<file path="config.mk">
export PLATFORM = sky130hd
export DESIGN_NAME = port_io_banks
export DESIGN_NICKNAME = d
export VERILOG_FILES = /design/src/inc/port_io_pkg.sv /design/src/design/port_io_banks.sv
export SDC_FILE = /design/constraint.sdc
export NUM_CORES = 1
export LEC_CHECK = 0
export BUFFER_PORTS_ARGS = -buffer_cell sky130_fd_sc_hd__buf_2
export CAP_MARGIN = 20
export CORE_MARGIN = 2
export CORE_UTILIZATION = 30
export CTS_BUF_LIST = sky130_fd_sc_hd__clkbuf_16
export CTS_CLUSTER_DIAMETER = 80
export DETAILED_ROUTE_END_ITERATION = 10
export HOLD_SLACK_MARGIN = 0.15
export PLACE_DENSITY_LB_ADDON = 0.05
export SLEW_MARGIN = 20
export SYNTH_ARGS = -nofsm -noshare
export SYNTH_HDL_FRONTEND = slang
export SYNTH_SLANG_ARGS = --single-unit
</file>
<file path="constraint.sdc">
create_clock -name sys_clk -period 1.16 [get_ports sys_clk]
set_input_delay 0.116 -clock sys_clk [delete_from_list [all_inputs] [get_ports sys_clk]]
set_output_delay 0.116 -clock sys_clk [all_outputs]
set_load 0.01 [all_outputs]
</file>
<file path="src/inc/port_io_pkg.sv">
// Package: register map, reset values and carrier types of the port block
package port_io_pkg;
    // Register offsets on the special-function-register bus
    localparam logic [7:0] PORT4_LATCH_ADDR      = 8'h84;
    localparam logic [7:0] PORT2_DRIVE_MODE_ADDR = 8'hA6;
    localparam logic [7:0] PORT3_DRIVE_MODE_ADDR = 8'hA7;
    localparam logic [7:0] EXT_IRQ_FLAGS_ADDR    = 8'hAD;
    localparam logic [7:0] PORT3_LATCH_ADDR      = 8'hB0;
    localparam logic [7:0] HIGH_NIBBLE_MODE_ADDR = 8'hB5;
    localparam logic [7:0] CROSSBAR_CTRL2_ADDR   = 8'hE3;

    // Reset values
    localparam logic [7:0] LATCH_RESET    = 8'hFF;
    localparam logic [7:0] MODE_RESET     = 8'h00;
    localparam logic [7:0] FLAGS_RESET    = 8'h00;
    localparam logic [7:0] CROSSBAR_RESET = 8'h00;

    // Field positions
    localparam int IRQ_B_PENDING_BIT  = 7;
    localparam int IRQ_A_PENDING_BIT  = 6;
    localparam int IRQ_B_POLARITY_BIT = 3;
    localparam int IRQ_A_POLARITY_BIT = 2;
    localparam int PULLUP_DISABLE_BIT = 7;
    localparam int LOW_STROBE_EN_BIT  = 1;
    localparam int IRQ_B_PIN          = 7;
    localparam int IRQ_A_PIN          = 6;
    localparam logic [7:0] FLAGS_IMPL_MASK = 8'hCC;

    // Memory interface strobe pins on the first high port
    localparam int MEM_WR_PIN  = 7;
    localparam int MEM_RD_PIN  = 6;
    localparam int MEM_ALE_PIN = 5;

    // Register bus request
    typedef struct packed {
        logic       wrEn;
        logic       rdEn;
        logic       rmwRead;
        logic [7:0] addr;
        logic [7:0] wrData;
    } sfr_req_t;

    // External memory interface override for the data and strobe pins
    typedef struct packed {
        logic       active;
        logic       readCycle;
        logic [7:0] dataOut;
        logic       wrStrobe;
        logic       rdStrobe;
        logic       aleStrobe;
        logic       aleUsed;
    } mem_if_t;

    // All state of the block except the pin synchronisers
    typedef struct packed {
        logic [7:0] port2Mode;
        logic [7:0] port3Mode;
        logic [7:0] port3Latch;
        logic [7:0] port4Latch;
        logic [7:0] nibbleMode;
        logic [7:0] irqFlags;
        logic [7:0] crossbar2;
        logic [1:0] sync1;
        logic [1:0] sync2;
        logic [1:0] syncPrev;
        logic [7:0] rdData;
    } port_state_t;
endpackage

</file>
<file path="src/design/port_io_banks.sv">
// Port logic: drive modes, latches, pin reads, edge interrupts, pull-ups
//
// Behaviour
// - Low-port mode bit: zero open-drain, one push-pull
// - Serial pins forced open-drain when assigned
// - Latch write: zero pulls low, one per mode
// - Normal data read returns pin levels
// - Read-modify-write read returns latch contents
// - Selected edge sets sticky pending flag
// - Polarity bit: zero falling, one rising
// - Unused flag bits read zero, ignore writes
// - High-port mode bit covers four pins
// - Mode bits map port7 high down port4 low
// - Push-pull drives both levels, open-drain releases
// - Pull-ups on after reset, global disable
// - Pull-up off on pins driving low
// - Memory interface owns pins during moves
// - Port4 latch drives pins, reads pins
// - Port4 pins carry write, read, ALE
// - Port3 carries address/data byte for memory
`timescale 1ns/1ps
module port_io_banks #(
    parameter int PORT_WIDTH = 8
) (
    // Clock and reset
    input  wire logic                  sys_clk,
    input  wire logic                  reset_n,
    // Register bus
    input  wire port_io_pkg::sfr_req_t sfrReq,
    output logic [7:0]                 sfrRdData,
    // Peripheral open-drain forcing from the crossbar
    input  wire logic [7:0]            port2ForceOd,
    input  wire logic [7:0]            port3ForceOd,
    // External memory interface
    input  wire port_io_pkg::mem_if_t  memIf,
    // Port pins
    input  wire logic [7:0]            port2In,
    output logic [7:0]                 port2Out,
    output logic [7:0]                 port2Oe,
    output logic [7:0]                 port2PullupEn,
    input  wire logic [7:0]            port3In,
    output logic [7:0]                 port3Out,
    output logic [7:0]                 port3Oe,
    output logic [7:0]                 port3PullupEn,
    input  wire logic [7:0]            port4In,
    output logic [7:0]                 port4Out,
    output logic [7:0]                 port4Oe,
    output logic [7:0]                 port4PullupEn,
    // Interrupt requests and crossbar control readback
    output logic                       edgeIrqA,
    output logic                       edgeIrqB,
    output logic                       lowPortStrobeEnable,
    // Port2 latch is kept outside; it is only driven here
    input  wire logic [7:0]            port2LatchIn
);

    port_io_pkg::port_state_t stateReg;
    port_io_pkg::port_state_t stateNext;

    logic [7:0] port2PinSync1;
    logic [7:0] port2PinSync2;
    logic [7:0] port3PinSync1;
    logic [7:0] port3PinSync2;
    logic [7:0] port4PinSync1;
    logic [7:0] port4PinSync2;
    logic [7:0] port4Mode;
    logic [7:0] port3Drive;
    logic [7:0] port4Drive;
    logic [7:0] port2Push;
    logic [7:0] port3Push;
    logic [7:0] port4Push;
    logic [1:0] edgeSeen;
    logic       pullupOff;
    logic       wrFlags;

    ////////////////////////////////////////////////////////////////////////////
    // Pin synchronisers
    always_ff @(posedge sys_clk or negedge reset_n) begin
        if (!reset_n) begin
            port2PinSync1 <= 8'h00;
            port2PinSync2 <= 8'h00;
            port3PinSync1 <= 8'h00;
            port3PinSync2 <= 8'h00;
            port4PinSync1 <= 8'h00;
            port4PinSync2 <= 8'h00;
        end else begin
            port2PinSync1 <= port2In;
            port2PinSync2 <= port2PinSync1;
            port3PinSync1 <= port3In;
            port3PinSync2 <= port3PinSync1;
            port4PinSync1 <= port4In;
            port4PinSync2 <= port4PinSync1;
        end
    end

    ////////////////////////////////////////////////////////////////////////////
    // Drive computation
    // one mode bit per nibble
    // port4 uses the two lowest bits
    assign port4Mode = {{4{stateReg.nibbleMode[1]}}, {4{stateReg.nibbleMode[0]}}};

    always_comb begin
        port3Drive = stateReg.port3Latch;
        port4Drive = stateReg.port4Latch;
        if (memIf.active) begin
            port3Drive = memIf.dataOut;
            port4Drive[port_io_pkg::MEM_WR_PIN] = memIf.wrStrobe;
            port4Drive[port_io_pkg::MEM_RD_PIN] = memIf.rdStrobe;
            if (memIf.aleUsed) begin
                port4Drive[port_io_pkg::MEM_ALE_PIN] = memIf.aleStrobe;
            end
        end
    end

    // mode bit picks push-pull per pin, per nibble on port4
    assign port2Push = stateReg.port2Mode & ~port2ForceOd;
    assign port3Push = stateReg.port3Mode & ~port3ForceOd;
    assign port4Push = port4Mode;

    ////////////////////////////////////////////////////////////////////////////
    // Pin outputs
    // zero pulls low except on port3 during memory reads, one only in push-pull
    // port4 latch appears on the pins, except the memory strobe pins during moves
    always_comb begin
        port2Out = port2LatchIn;
        port2Oe  = ~port2LatchIn | port2Push;
        port3Out = port3Drive;
        port3Oe  = ~port3Drive | port3Push;
        // reads release the data bus drivers
        if (memIf.active && memIf.readCycle) begin
            port3Oe = 8'h00;
        end
        port4Out = port4Drive;
        port4Oe  = ~port4Drive | port4Push;
    end

    // pull-up off where pin driven low
    assign pullupOff     = stateReg.crossbar2[port_io_pkg::PULLUP_DISABLE_BIT];
    assign port2PullupEn = {8{~pullupOff}} & ~(port2Oe & ~port2Out);
    assign port3PullupEn = {8{~pullupOff}} & ~(port3Oe & ~port3Out);
    assign port4PullupEn = {8{~pullupOff}} & ~(port4Oe & ~port4Out);

    ////////////////////////////////////////////////////////////////////////////
    // Register file and interrupt flags
    assign wrFlags = sfrReq.wrEn && (sfrReq.addr == port_io_pkg::EXT_IRQ_FLAGS_ADDR);

    always_comb begin
        stateNext = stateReg;
        // two-stage sync of the interrupt pins
        stateNext.sync1    = {port3In[port_io_pkg::IRQ_B_PIN], port3In[port_io_pkg::IRQ_A_PIN]};
        stateNext.sync2    = stateReg.sync1;
        stateNext.syncPrev = stateReg.sync2;
        edgeSeen[1] = stateReg.irqFlags[port_io_pkg::IRQ_B_POLARITY_BIT]
                    ? (stateReg.sync2[1] & ~stateReg.syncPrev[1])
                    : (~stateReg.sync2[1] & stateReg.syncPrev[1]);
        edgeSeen[0] = stateReg.irqFlags[port_io_pkg::IRQ_A_POLARITY_BIT]
                    ? (stateReg.sync2[0] & ~stateReg.syncPrev[0])
                    : (~stateReg.sync2[0] & stateReg.syncPrev[0]);

        if (sfrReq.wrEn) begin
            if (sfrReq.addr == port_io_pkg::PORT4_LATCH_ADDR) begin
                stateNext.port4Latch = sfrReq.wrData;
            end else if (sfrReq.addr == port_io_pkg::PORT2_DRIVE_MODE_ADDR) begin
                stateNext.port2Mode = sfrReq.wrData;
            end else if (sfrReq.addr == port_io_pkg::PORT3_DRIVE_MODE_ADDR) begin
                stateNext.port3Mode = sfrReq.wrData;
            end else if (sfrReq.addr == port_io_pkg::EXT_IRQ_FLAGS_ADDR) begin
                stateNext.irqFlags = sfrReq.wrData & port_io_pkg::FLAGS_IMPL_MASK;
            end else if (sfrReq.addr == port_io_pkg::PORT3_LATCH_ADDR) begin
                stateNext.port3Latch = sfrReq.wrData;
            end else if (sfrReq.addr == port_io_pkg::HIGH_NIBBLE_MODE_ADDR) begin
                stateNext.nibbleMode = sfrReq.wrData;
            end else if (sfrReq.addr == port_io_pkg::CROSSBAR_CTRL2_ADDR) begin
                stateNext.crossbar2 = sfrReq.wrData;
            end
        end
        // edge sets sticky flag, wins over clear
        if (edgeSeen[1]) begin
            stateNext.irqFlags[port_io_pkg::IRQ_B_PENDING_BIT] = 1'b1;
        end
        if (edgeSeen[0]) begin
            stateNext.irqFlags[port_io_pkg::IRQ_A_PENDING_BIT] = 1'b1;
        end

        // Read data; port latch registers give latch on read-modify-write, pins otherwise
        stateNext.rdData = 8'h00;
        if (sfrReq.rdEn) begin
            if (sfrReq.addr == port_io_pkg::PORT4_LATCH_ADDR) begin
                stateNext.rdData = sfrReq.rmwRead ? stateReg.port4Latch : port4PinSync2;
            end else if (sfrReq.addr == port_io_pkg::PORT2_DRIVE_MODE_ADDR) begin
                stateNext.rdData = stateReg.port2Mode;
            end else if (sfrReq.addr == port_io_pkg::PORT3_DRIVE_MODE_ADDR) begin
                stateNext.rdData = stateReg.port3Mode;
            end else if (sfrReq.addr == port_io_pkg::EXT_IRQ_FLAGS_ADDR) begin
                stateNext.rdData = stateReg.irqFlags & port_io_pkg::FLAGS_IMPL_MASK;
            end else if (sfrReq.addr == port_io_pkg::PORT3_LATCH_ADDR) begin
                stateNext.rdData = sfrReq.rmwRead ? stateReg.port3Latch : port3PinSync2;
            end else if (sfrReq.addr == port_io_pkg::HIGH_NIBBLE_MODE_ADDR) begin
                stateNext.rdData = stateReg.nibbleMode;
            end else if (sfrReq.addr == port_io_pkg::CROSSBAR_CTRL2_ADDR) begin
                stateNext.rdData = stateReg.crossbar2;
            end
        end
    end

    always_ff @(posedge sys_clk or negedge reset_n) begin
        if (!reset_n) begin
            stateReg.port2Mode  <= port_io_pkg::MODE_RESET;
            stateReg.port3Mode  <= port_io_pkg::MODE_RESET;
            stateReg.port3Latch <= port_io_pkg::LATCH_RESET;
            stateReg.port4Latch <= port_io_pkg::LATCH_RESET;
            stateReg.nibbleMode <= port_io_pkg::MODE_RESET;
            stateReg.irqFlags   <= port_io_pkg::FLAGS_RESET;
            stateReg.crossbar2  <= port_io_pkg::CROSSBAR_RESET;
            stateReg.sync1      <= 2'b11;
            stateReg.sync2      <= 2'b11;
            stateReg.syncPrev   <= 2'b11;
            stateReg.rdData     <= 8'h00;
        end else begin
            stateReg <= stateNext;
        end
    end

    assign sfrRdData           = stateReg.rdData;
    assign edgeIrqB            = stateReg.irqFlags[port_io_pkg::IRQ_B_PENDING_BIT];
    assign edgeIrqA            = stateReg.irqFlags[port_io_pkg::IRQ_A_PENDING_BIT];
    assign lowPortStrobeEnable = stateReg.crossbar2[port_io_pkg::LOW_STROBE_EN_BIT];

    ////////////////////////////////////////////////////////////////////////////
    // Assertions
    a_irq_b_set: assert property (@(posedge sys_clk) disable iff (!reset_n)
        edgeSeen[1] |=> edgeIrqB)
        else $error("Pending flag B not set after edge");

    a_irq_a_set: assert property (@(posedge sys_clk) disable iff (!reset_n)
        edgeSeen[0] |=> edgeIrqA)
        else $error("Pending flag A not set after edge");

    a_irq_sticky: assert property (@(posedge sys_clk) disable iff (!reset_n)
        (edgeIrqB && !wrFlags) |=> edgeIrqB)
        else $error("Pending flag dropped without a write");

    a_falling_edge: assert property (@(posedge sys_clk) disable iff (!reset_n)
        (!stateReg.irqFlags[port_io_pkg::IRQ_A_POLARITY_BIT] && stateReg.syncPrev[0]
         && !stateReg.sync2[0]) |=> edgeIrqA)
        else $error("Falling edge missed on interrupt A");

    a_unused_zero: assert property (@(posedge sys_clk) disable iff (!reset_n)
        (stateReg.irqFlags & ~port_io_pkg::FLAGS_IMPL_MASK) == 8'h00)
        else $error("Unused flag bits not zero");

    a_od_release: assert property (@(posedge sys_clk) disable iff (!reset_n)
        (!memIf.active && !stateReg.port3Mode[0] && stateReg.port3Latch[0]) |-> !port3Oe[0])
        else $error("Open-drain one still drives");

    a_low_drives: assert property (@(posedge sys_clk) disable iff (!reset_n)
        (!memIf.active && !stateReg.port4Latch[2]) |-> (port4Oe[2] && !port4Out[2]))
        else $error("Latch zero does not drive low");

    a_force_od: assert property (@(posedge sys_clk) disable iff (!reset_n)
        (port2ForceOd[3] && port2LatchIn[3]) |-> !port2Oe[3])
        else $error("Forced open-drain pin driven high");

    a_nibble_mode: assert property (@(posedge sys_clk) disable iff (!reset_n)
        (!memIf.active && stateReg.port4Latch[7]) |-> (port4Oe[7] == stateReg.nibbleMode[1]))
        else $error("Upper nibble mode not applied");

    a_pullup_low: assert property (@(posedge sys_clk) disable iff (!reset_n)
        (port3Oe[1] && !port3Out[1]) |-> !port3PullupEn[1])
        else $error("Pull-up on while driving low");

    a_rmw_read: assert property (@(posedge sys_clk) disable iff (!reset_n)
        (sfrReq.rdEn && sfrReq.rmwRead && sfrReq.addr == port_io_pkg::PORT3_LATCH_ADDR
         && !sfrReq.wrEn) |=> (sfrRdData == $past(stateReg.port3Latch)))
        else $error("Read-modify-write read not latch");

    a_mem_read: assert property (@(posedge sys_clk) disable iff (!reset_n)
        (memIf.active && memIf.readCycle) |-> (port3Oe == 8'h00))
        else $error("Data bus driven during memory read");

    a_push_select: assert property (@(posedge sys_clk) disable iff (!reset_n)
        (!memIf.active && stateReg.port3Latch[5] && !port3ForceOd[5]) |-> (port3Oe[5] == stateReg.port3Mode[5]))
        else $error("Port3 mode bit not applied");

    a_port2_push: assert property (@(posedge sys_clk) disable iff (!reset_n)
        (port2LatchIn[0] && !port2ForceOd[0]) |-> (port2Oe[0] == stateReg.port2Mode[0]))
        else $error("Port2 mode bit not applied");

    a_latch_load: assert property (@(posedge sys_clk) disable iff (!reset_n)
        (sfrReq.wrEn && sfrReq.addr == port_io_pkg::PORT3_LATCH_ADDR)
        |=> (stateReg.port3Latch == $past(sfrReq.wrData)))
        else $error("Port3 latch write lost");

    a_pin_read: assert property (@(posedge sys_clk) disable iff (!reset_n)
        (sfrReq.rdEn && !sfrReq.rmwRead && sfrReq.addr == port_io_pkg::PORT3_LATCH_ADDR)
        |=> (sfrRdData == $past(port3PinSync2)))
        else $error("Port3 read not pin levels");

    a_p4_pins: assert property (@(posedge sys_clk) disable iff (!reset_n)
        (sfrReq.rdEn && !sfrReq.rmwRead && sfrReq.addr == port_io_pkg::PORT4_LATCH_ADDR)
        |=> (sfrRdData == $past(port4PinSync2)))
        else $error("Port4 read not pin levels");

    a_p4_rmw: assert property (@(posedge sys_clk) disable iff (!reset_n)
        (sfrReq.rdEn && sfrReq.rmwRead && sfrReq.addr == port_io_pkg::PORT4_LATCH_ADDR)
        |=> (sfrRdData == $past(stateReg.port4Latch)))
        else $error("Port4 read-modify-write read not latch");

    a_rise_b: assert property (@(posedge sys_clk) disable iff (!reset_n)
        (stateReg.irqFlags[port_io_pkg::IRQ_B_POLARITY_BIT] && stateReg.sync2[1] && !stateReg.syncPrev[1])
        |=> edgeIrqB)
        else $error("Rising edge missed on interrupt B");

    a_pullup_off: assert property (@(posedge sys_clk) disable iff (!reset_n)
        stateReg.crossbar2[port_io_pkg::PULLUP_DISABLE_BIT] |-> ((port3PullupEn | port4PullupEn) == 8'h00))
        else $error("Pull-up on while globally disabled");

    a_mem_data: assert property (@(posedge sys_clk) disable iff (!reset_n)
        (memIf.active && !memIf.readCycle) |-> (port3Out == memIf.dataOut))
        else $error("Memory byte not on port3");

    a_mem_strobe: assert property (@(posedge sys_clk) disable iff (!reset_n)
        memIf.active |-> (port4Out[port_io_pkg::MEM_WR_PIN] == memIf.wrStrobe
                          && port4Out[port_io_pkg::MEM_RD_PIN] == memIf.rdStrobe))
        else $error("Memory strobes not on port4");

    a_flag_clear: assert property (@(posedge sys_clk) disable iff (!reset_n)
        (wrFlags && !sfrReq.wrData[port_io_pkg::IRQ_B_PENDING_BIT] && !edgeSeen[1]) |=> !edgeIrqB)
        else $error("Pending flag B not cleared by write");

    a_nibble_low: assert property (@(posedge sys_clk) disable iff (!reset_n)
        (!memIf.active && stateReg.port4Latch[0]) |-> (port4Oe[0] == stateReg.nibbleMode[0]))
        else $error("Lower nibble mode not applied");

    c_irq_b: cover property (@(posedge sys_clk) disable iff (!reset_n) edgeSeen[1]);
    c_clear: cover property (@(posedge sys_clk) disable iff (!reset_n) wrFlags ##1 !edgeIrqA);
    c_mem: cover property (@(posedge sys_clk) disable iff (!reset_n) memIf.active && memIf.readCycle);
    c_rmw: cover property (@(posedge sys_clk) disable iff (!reset_n) sfrReq.rdEn && sfrReq.rmwRead);
    c_rise_a: cover property (@(posedge sys_clk) disable iff (!reset_n)
        edgeSeen[0] && stateReg.irqFlags[port_io_pkg::IRQ_A_POLARITY_BIT]);
endmodule

</file>
==> impl_metrics.py, run 1 <==
metrics = {
    "finish": {
        "diodes": 0,
        "nFillCells": 1392,
        "final_common_cell": "buf_2",
        "finalNetCount": 744,
        "drive_gt1_share_pct": 61.3,
        "layout_common_cells": "buf_2, dfrtp_1, buf_4, buf_6, mux2_2",
        "fin_cells": 854,
        "syn2layout_area_growth_pct": 59.3,
    },
    "detailed_routing": {
        "wl_per_cell_um": 17.7,
        "drt_iter0_markers": 169,
        "drc": 0,
        "drt-pass1-iter-count": 4,
        "vias": 4004,
        "vias_per_cell": 4.69,
        "postRouteAntennaNets": 0,
        "totalWireLength_mm": 15.1,
    },
    "sta": {
        "rsz0062_at_grt": "true",
        "max_slew_margin_pct": 63.1,
        "final.setup.worst_slack_ns": -0.403,
        "final.min_clock_period_ns": 1.56,
        "finalMaxSlewViolations": 0,
        "fmax_mhz": 640,
        "tightest_slew_ns": 0.553,
        "finalClockSkew_ns": 0.00791,
        "hold_ws_ns": 0.181,
        "setup_violations": 78,
        "finalCritPeriodShare_pct": 135,
        "finalHoldViolations": 0,
    },
    "clock_tree": {
        "tritoncts": "done",
        "clk_latency_ns": 0.35,
        "ctsLongestPathBuffers": 2,
        "cts_sinks": 98,
        "path_clk_slew_ns": 0.06,
        "cts-buffers-inserted": 9,
        "cts_root_buf": "clkbuf_16",
        "htree_levels": 3,
    },
    "global_route": {
        "grt_pass1_wl_mm": 22.3,
        "antenna_found_initial": 0,
        "grt-ovfl-total": 0,
        "grt_max_degree": 44,
        "first_global_vias": 3915,
        "grt_usage_pct": 18.4,
    },
    "power_and_ir_drop": {
        "power_leakage_nw": 3.63,
        "power.density_mw_per_mm2": 1110,
        "peakVddDrop_mv": 0.609,
    },
    "place": {
        "dp.cells": 779,
        "port_buffers": 157,
        "dpl.hpwl_mm": 11.0,
        "place.gp.congestion": 0.930,
    },
    "synthesis": {
        "synth-seq-cells": 98,
        "async_flop_share_pct": 100,
        "synth_ff_type": "dfrtp_1",
        "syn_avg_cell_area_um2": 11.4,
        "yosysUniqueCellTypes": 41,
        "synth_area_mm2": 0.00467,
        "ys_seq_area_share_pct": 53.1,
        "synthCells": 410,
        "synth_edf_count": 0,
        "synth_nets": 493,
        "ys_warn_count": 0,
    },
    "floorplanning": {
        "die_height_um": 129,
        "start_util_pct": 30.7,
        "die-width_um": 129,
        "dieArea_mm2": 0.0166,
        "rows": 45,
        "num_io_pins": 166,
        "core_mm2": 0.0152,
    },
    "outcome": {
        "violations": "setup timing",
        "outcome": "finished with violations",
    },
    "setup_path": {
        "path_class": "register to output pin",
        "crit_path_end_kind": "output pin",
        "worstSetupStartpointType": "register",
        "cp.required_ns": 1.04,
        "path_max_fanout": 3,
        "arrival_ns": 1.45,
    },
    "min_path": {
        "hp-class": "input pin to async pin",
    },
    "run": {
        "maxCapViolCount": 0,
    },
}
-- final cells by class --
type	instances	area (µm²)	area share, %
clock buffer	9	225	3.03
inverter	16	60.1	0.807
multi-input combinational	260	2260	30.4
timing repair buffer	276	2090	28.1
clock inverter	7	85.1	1.14
tap	188	235	3.16
sequential	98	2480	33.3
-- worst paths after layout --
path | startpoint | to | slack (ns) | depth (start not counted)
worst min register to register | port3PinSync1[2]$_DFF_PN0_ | port3PinSync2[2]$_DFF_PN0_ | 0.35 | 0
min in group sys_clk | sfrReq[3] | stateReg[65]$_DFFE_PN0P_ | 0.21 | 2
max in group asynchronous | reset_n | port4Out[0]$_DFFE_PN1P_ | 0.42 | 3
worst min-delay path | reset_n | port3PinSync1[3]$_DFF_PN0_ | 0.18 | 2
worst max register to register | stateReg[50]$_DFFE_PN1P_ | sfrRdData[4]$_DFF_PN0_ | -0.22 | 6
worst max-delay path | stateReg[49]$_DFFE_PN1P_ | port3PullupEn[3] | -0.40 | 5
-- report_power, final --
group / switching [mW] / internal (mW)
sequential: 0.0878 / 3.60
combinational: 0.669 / 0.769
clock: 1.28 / 1.87
total: 2.04 / 6.24
-- state kept, by name, summed over array words and instances (netlist names) --
name,flops
stateReg,43
port3PinSync1,8
port3PinSync2,8
port4PinSync1,8
port4PinSync2,8
sfrRdData,8
port4Out,5
stateNext,4
port4Mode,2
edgeIrqA,1
edgeIrqB,1
lowPortStrobeEnable,1
pullupOff,1
-- worst max-delay path: stages, from the launching register on --
cell,delay (ns)
dfstp_2,0.53
buf_6,0.09
mux2_4,0.18
nor2_2,0.04
nor2_1,0.10
buf_2,0.15
-- routing by layer --
layer | vias up | GRT usage, % | wire [µm]
li1 | 1904 | - | -
met1 | 1973 | 25.2 | 6870
met2 | 109 | 29.4 | 7280
met3 | 18 | 2.87 | 680
met4 | 0 | 7.35 | 309
met5 | - | 0 | 0
-- Yosys cell counts (all sizes together) (2+ instances only) --
cell type	n	area share, %
o22ai	4	0.54
o21ai	25	2.7
dfstp	22	12
a2bb2oi	4	0.75
nand2b	22	2.9
nand4b	3	0.56
nor4	2	0.72
nor2b	14	1.9
mux2	58	14
mux2i	21	4.5
a21oi	25	2.7
nor2	27	2.2
o211ai	5	0.80
a22o	4	0.75
nand2	23	2.1
or2	4	0.54
buf	25	3.7
nor3	4	0.67
dfrtp	76	41
inv	16	1.3
or4	3	0.56
o2111a	3	0.72
clkbuf	11	0.91
-- metrics by stage --
step	instance area, µm²	worst slack, ns	utilization, %	TNS (ns)	power, mW
after floorplan	4710	-0.344	-	-14.33	4.22
after global placement	5990	-0.596	39.4	-25.90	4.81
after detailed placement	5990	-0.663	39.4	-28.06	4.82
after CTS	7090	-0.422	46.6	-14.18	8.26
after global routing	7440	-0.465	49.0	-18.86	8.62
final	7440	-0.403	49.0	-14.41	8.28
-- kinds of logic after synthesis --
family / Yosys count / share of synthesized area (%)
AOI/OAI and AO/OA: 70 / 8.92
buffers and inverters: 52 / 5.95
muxes: 79 / 18.5
and+or+nand+nor: 111 / 13.6
DFF: 98 / 53.1
-- what timing repair did --
| item | 4_1_cts | 5_1_grt |
|---|---|---|
| endpoints found under the hold margin | 123 | 0 |
| hold buffers | 20 | 0 |
| resized for setup | 93 | 60 |
| buffers inserted | 25 | 15 |
| setup endpoints to repair | 104 | 116 |
| pin swaps | 23 | 31 |
Note: power is estimated with default switching activity, not from simulation.
==> run 2, diff against run 1 <==
--- a/config.mk
+++ b/config.mk
@@ -13,6 +13,7 @@
 export CTS_CLUSTER_DIAMETER = 80
 export DETAILED_ROUTE_END_ITERATION = 10
 export HOLD_SLACK_MARGIN = 0.15
+export MAX_ROUTING_LAYER = met4
 export PLACE_DENSITY_LB_ADDON = 0.05
 export SLEW_MARGIN = 20
 export SYNTH_ARGS = -nofsm -noshare
==> impl_metrics.py, run 2 (synthesis results as in run 1) <==
metrics = {
    "setup_path": {
        "critical_path_buf_inv_count": 2,
        "arrival_ns": 1.45,
        "path_max_fanout": 3,
        "cp_cell_sequence": "buf_6 > mux2_4 > nor2_2 > nor2_1 > buf_2",
        "worstSetupStartpointType": "register",
        "cpLargestDelayFamily": "flip-flops",
        "cp.required_ns": 1.04,
        "critical-path-slowest-cell": "dfstp_2",
        "slowest_delay_ns": 0.54,
        "crit_path_end_kind": "output pin",
        "path_class": "register to output pin",
    },
    "place": {
        "place.gp.congestion": 0.953,
        "dp_slack_ns": -0.615,
        "dp.cells": 781,
        "port_buffers": 157,
        "dpl.hpwl_mm": 11.3,
        "placedInstanceArea_mm2": 0.00602,
    },
    "clock_tree": {
        "cts_root_buf": "clkbuf_16",
        "cts_sinks": 98,
        "ctsLongestPathBuffers": 2,
        "clk_latency_ns": 0.35,
        "tritoncts": "done",
        "path_clk_slew_ns": 0.07,
        "htree_levels": 3,
        "cts-buffers-inserted": 9,
    },
    "detailed_routing": {
        "wl_per_cell_um": 18.4,
        "drt_iter0_markers": 131,
        "drc": 0,
        "vias": 4000,
        "postRouteAntennaNets": 0,
        "vias_per_cell": 4.70,
        "drt-pass1-iter-count": 4,
        "totalWireLength_mm": 15.6,
    },
    "global_route": {
        "grt_pass1_wl_mm": 22.6,
        "grt-ovfl-total": 0,
        "first_global_vias": 3933,
        "grt_max_degree": 34,
        "grt_usage_pct": 19.1,
        "antenna_found_initial": 0,
    },
    "floorplanning": {
        "die-width_um": 129,
        "dieArea_mm2": 0.0166,
        "rows": 45,
        "core_mm2": 0.0152,
        "num_io_pins": 166,
        "die_height_um": 129,
        "start_util_pct": 30.7,
    },
    "sta": {
        "rsz0062_at_grt": "true",
        "finalCritPeriodShare_pct": 135,
        "setup_violations": 72,
        "max_slew_margin_pct": 63.9,
        "final.min_clock_period_ns": 1.56,
        "finalSetupTns_ns": -15.09,
        "finalClockSkew_ns": 0.00661,
        "finalMaxSlewViolations": 0,
        "tightest_slew_ns": 0.542,
        "fmax_mhz": 640,
        "final.setup.worst_slack_ns": -0.402,
        "finalHoldViolations": 0,
    },
    "finish": {
        "diodes": 0,
        "drive_gt1_share_pct": 62.3,
        "nFillCells": 1418,
        "fin_cells": 851,
        "regMostFlops": "stateReg",
        "final_cell_area_mm2": 0.00739,
        "largest_register_ffs": 43,
        "final_common_cell": "buf_2",
        "layout_common_cells": "buf_2, dfrtp_1, buf_4, buf_6, mux2_2",
        "finalNetCount": 741,
        "syn2layout_area_growth_pct": 58.1,
    },
    "outcome": {
        "violations": "setup timing",
        "outcome": "finished with violations",
    },
    "run": {
        "maxCapViolCount": 0,
    },
    "power_and_ir_drop": {
        "peakVddDrop_mv": 1.22,
        "power.density_mw_per_mm2": 1100,
        "power_leakage_nw": 3.55,
        "total_power_mw": 8.10,
    },
    "min_path": {
        "hp-class": "input pin to register",
    },
}
==> run 2: cell count changes in the layout (fill, tap and decap cells not counted), moves of 3 or more <==
cell	before	now
a21oi_2	1	4
nor2_1	22	18
a21oi_1	23	20
o21ai_1	9	12
o21ai_2	8	5
==> run 2: layer usage <==
layer | vias up | global-route usage [%] | share of wire [%]
li1 | 1901 | - | -
met5 | - | - | 0
met4 | 0 | 3.90 | 1.1
met2 | 114 | 29.7 | 48
met3 | 13 | 4.16 | 5.2
met1 | 1972 | 25.8 | 45
==> run 2: path summary, 6_finish.rpt <==
kind | start | to | slack, ns | cells after the start
max in group asynchronous | reset_n | port4Out[1]$_DFFE_PN1P_ | 0.43 | 3
worst max register to register | stateReg[51]$_DFFE_PN1P_ | sfrRdData[5]$_DFF_PN0_ | -0.32 | 7
worst min-delay path | sfrReq[0] | port4Out[0]$_DFFE_PN1P_ | 0.17 | 2
worst min register to register | port3PinSync1[6]$_DFF_PN0_ | port3PinSync2[6]$_DFF_PN0_ | 0.35 | 0
min in group asynchronous | reset_n | edgeIrqB$_DFFE_PN0P_ | 0.20 | 2
worst max-delay path | stateReg[49]$_DFFE_PN1P_ | port3PullupEn[3] | -0.40 | 5
==> run 2: cell type report <==
class                      count  area [µm²]  area share, %
inverter                      16        60.1          0.813
clock inverter                 7        68.8          0.932
timing repair buffer         273        2070           28.0
tap                          188         235           3.18
multi-input combinational    260        2250           30.4
clock buffer                   9         225           3.05
sequential                    98        2480           33.6
==> run 2: stage by stage <==
step | utilization (%) | hold WS (ns)
final | 48.6 | 0.166
after global routing | 48.6 | 0.163
after CTS | 46.3 | 0.152
after detailed placement | 39.6 | 0.0232
after global placement | 39.6 | 0.0221
after floorplan | - | -0.180
==> run 2: what timing repair did <==
item | CTS | global route
setup endpoints to repair | 103 | 116
hold buffers | 19 | 0
endpoints found under the hold margin | 120 | 0
pin swaps | 26 | 26
buffers inserted | 25 | 12
gates cloned | 0 | 3
gates resized for setup | 88 | 60
==> run 2: where the power goes <==
part / switching, mW / internal [mW] / total (mW)
registers: 0.0965 / 3.60 / 3.70
logic: 0.670 / 0.767 / 1.44
clock network: 1.30 / 1.67 / 2.96
total: 2.06 / 6.03 / 8.10
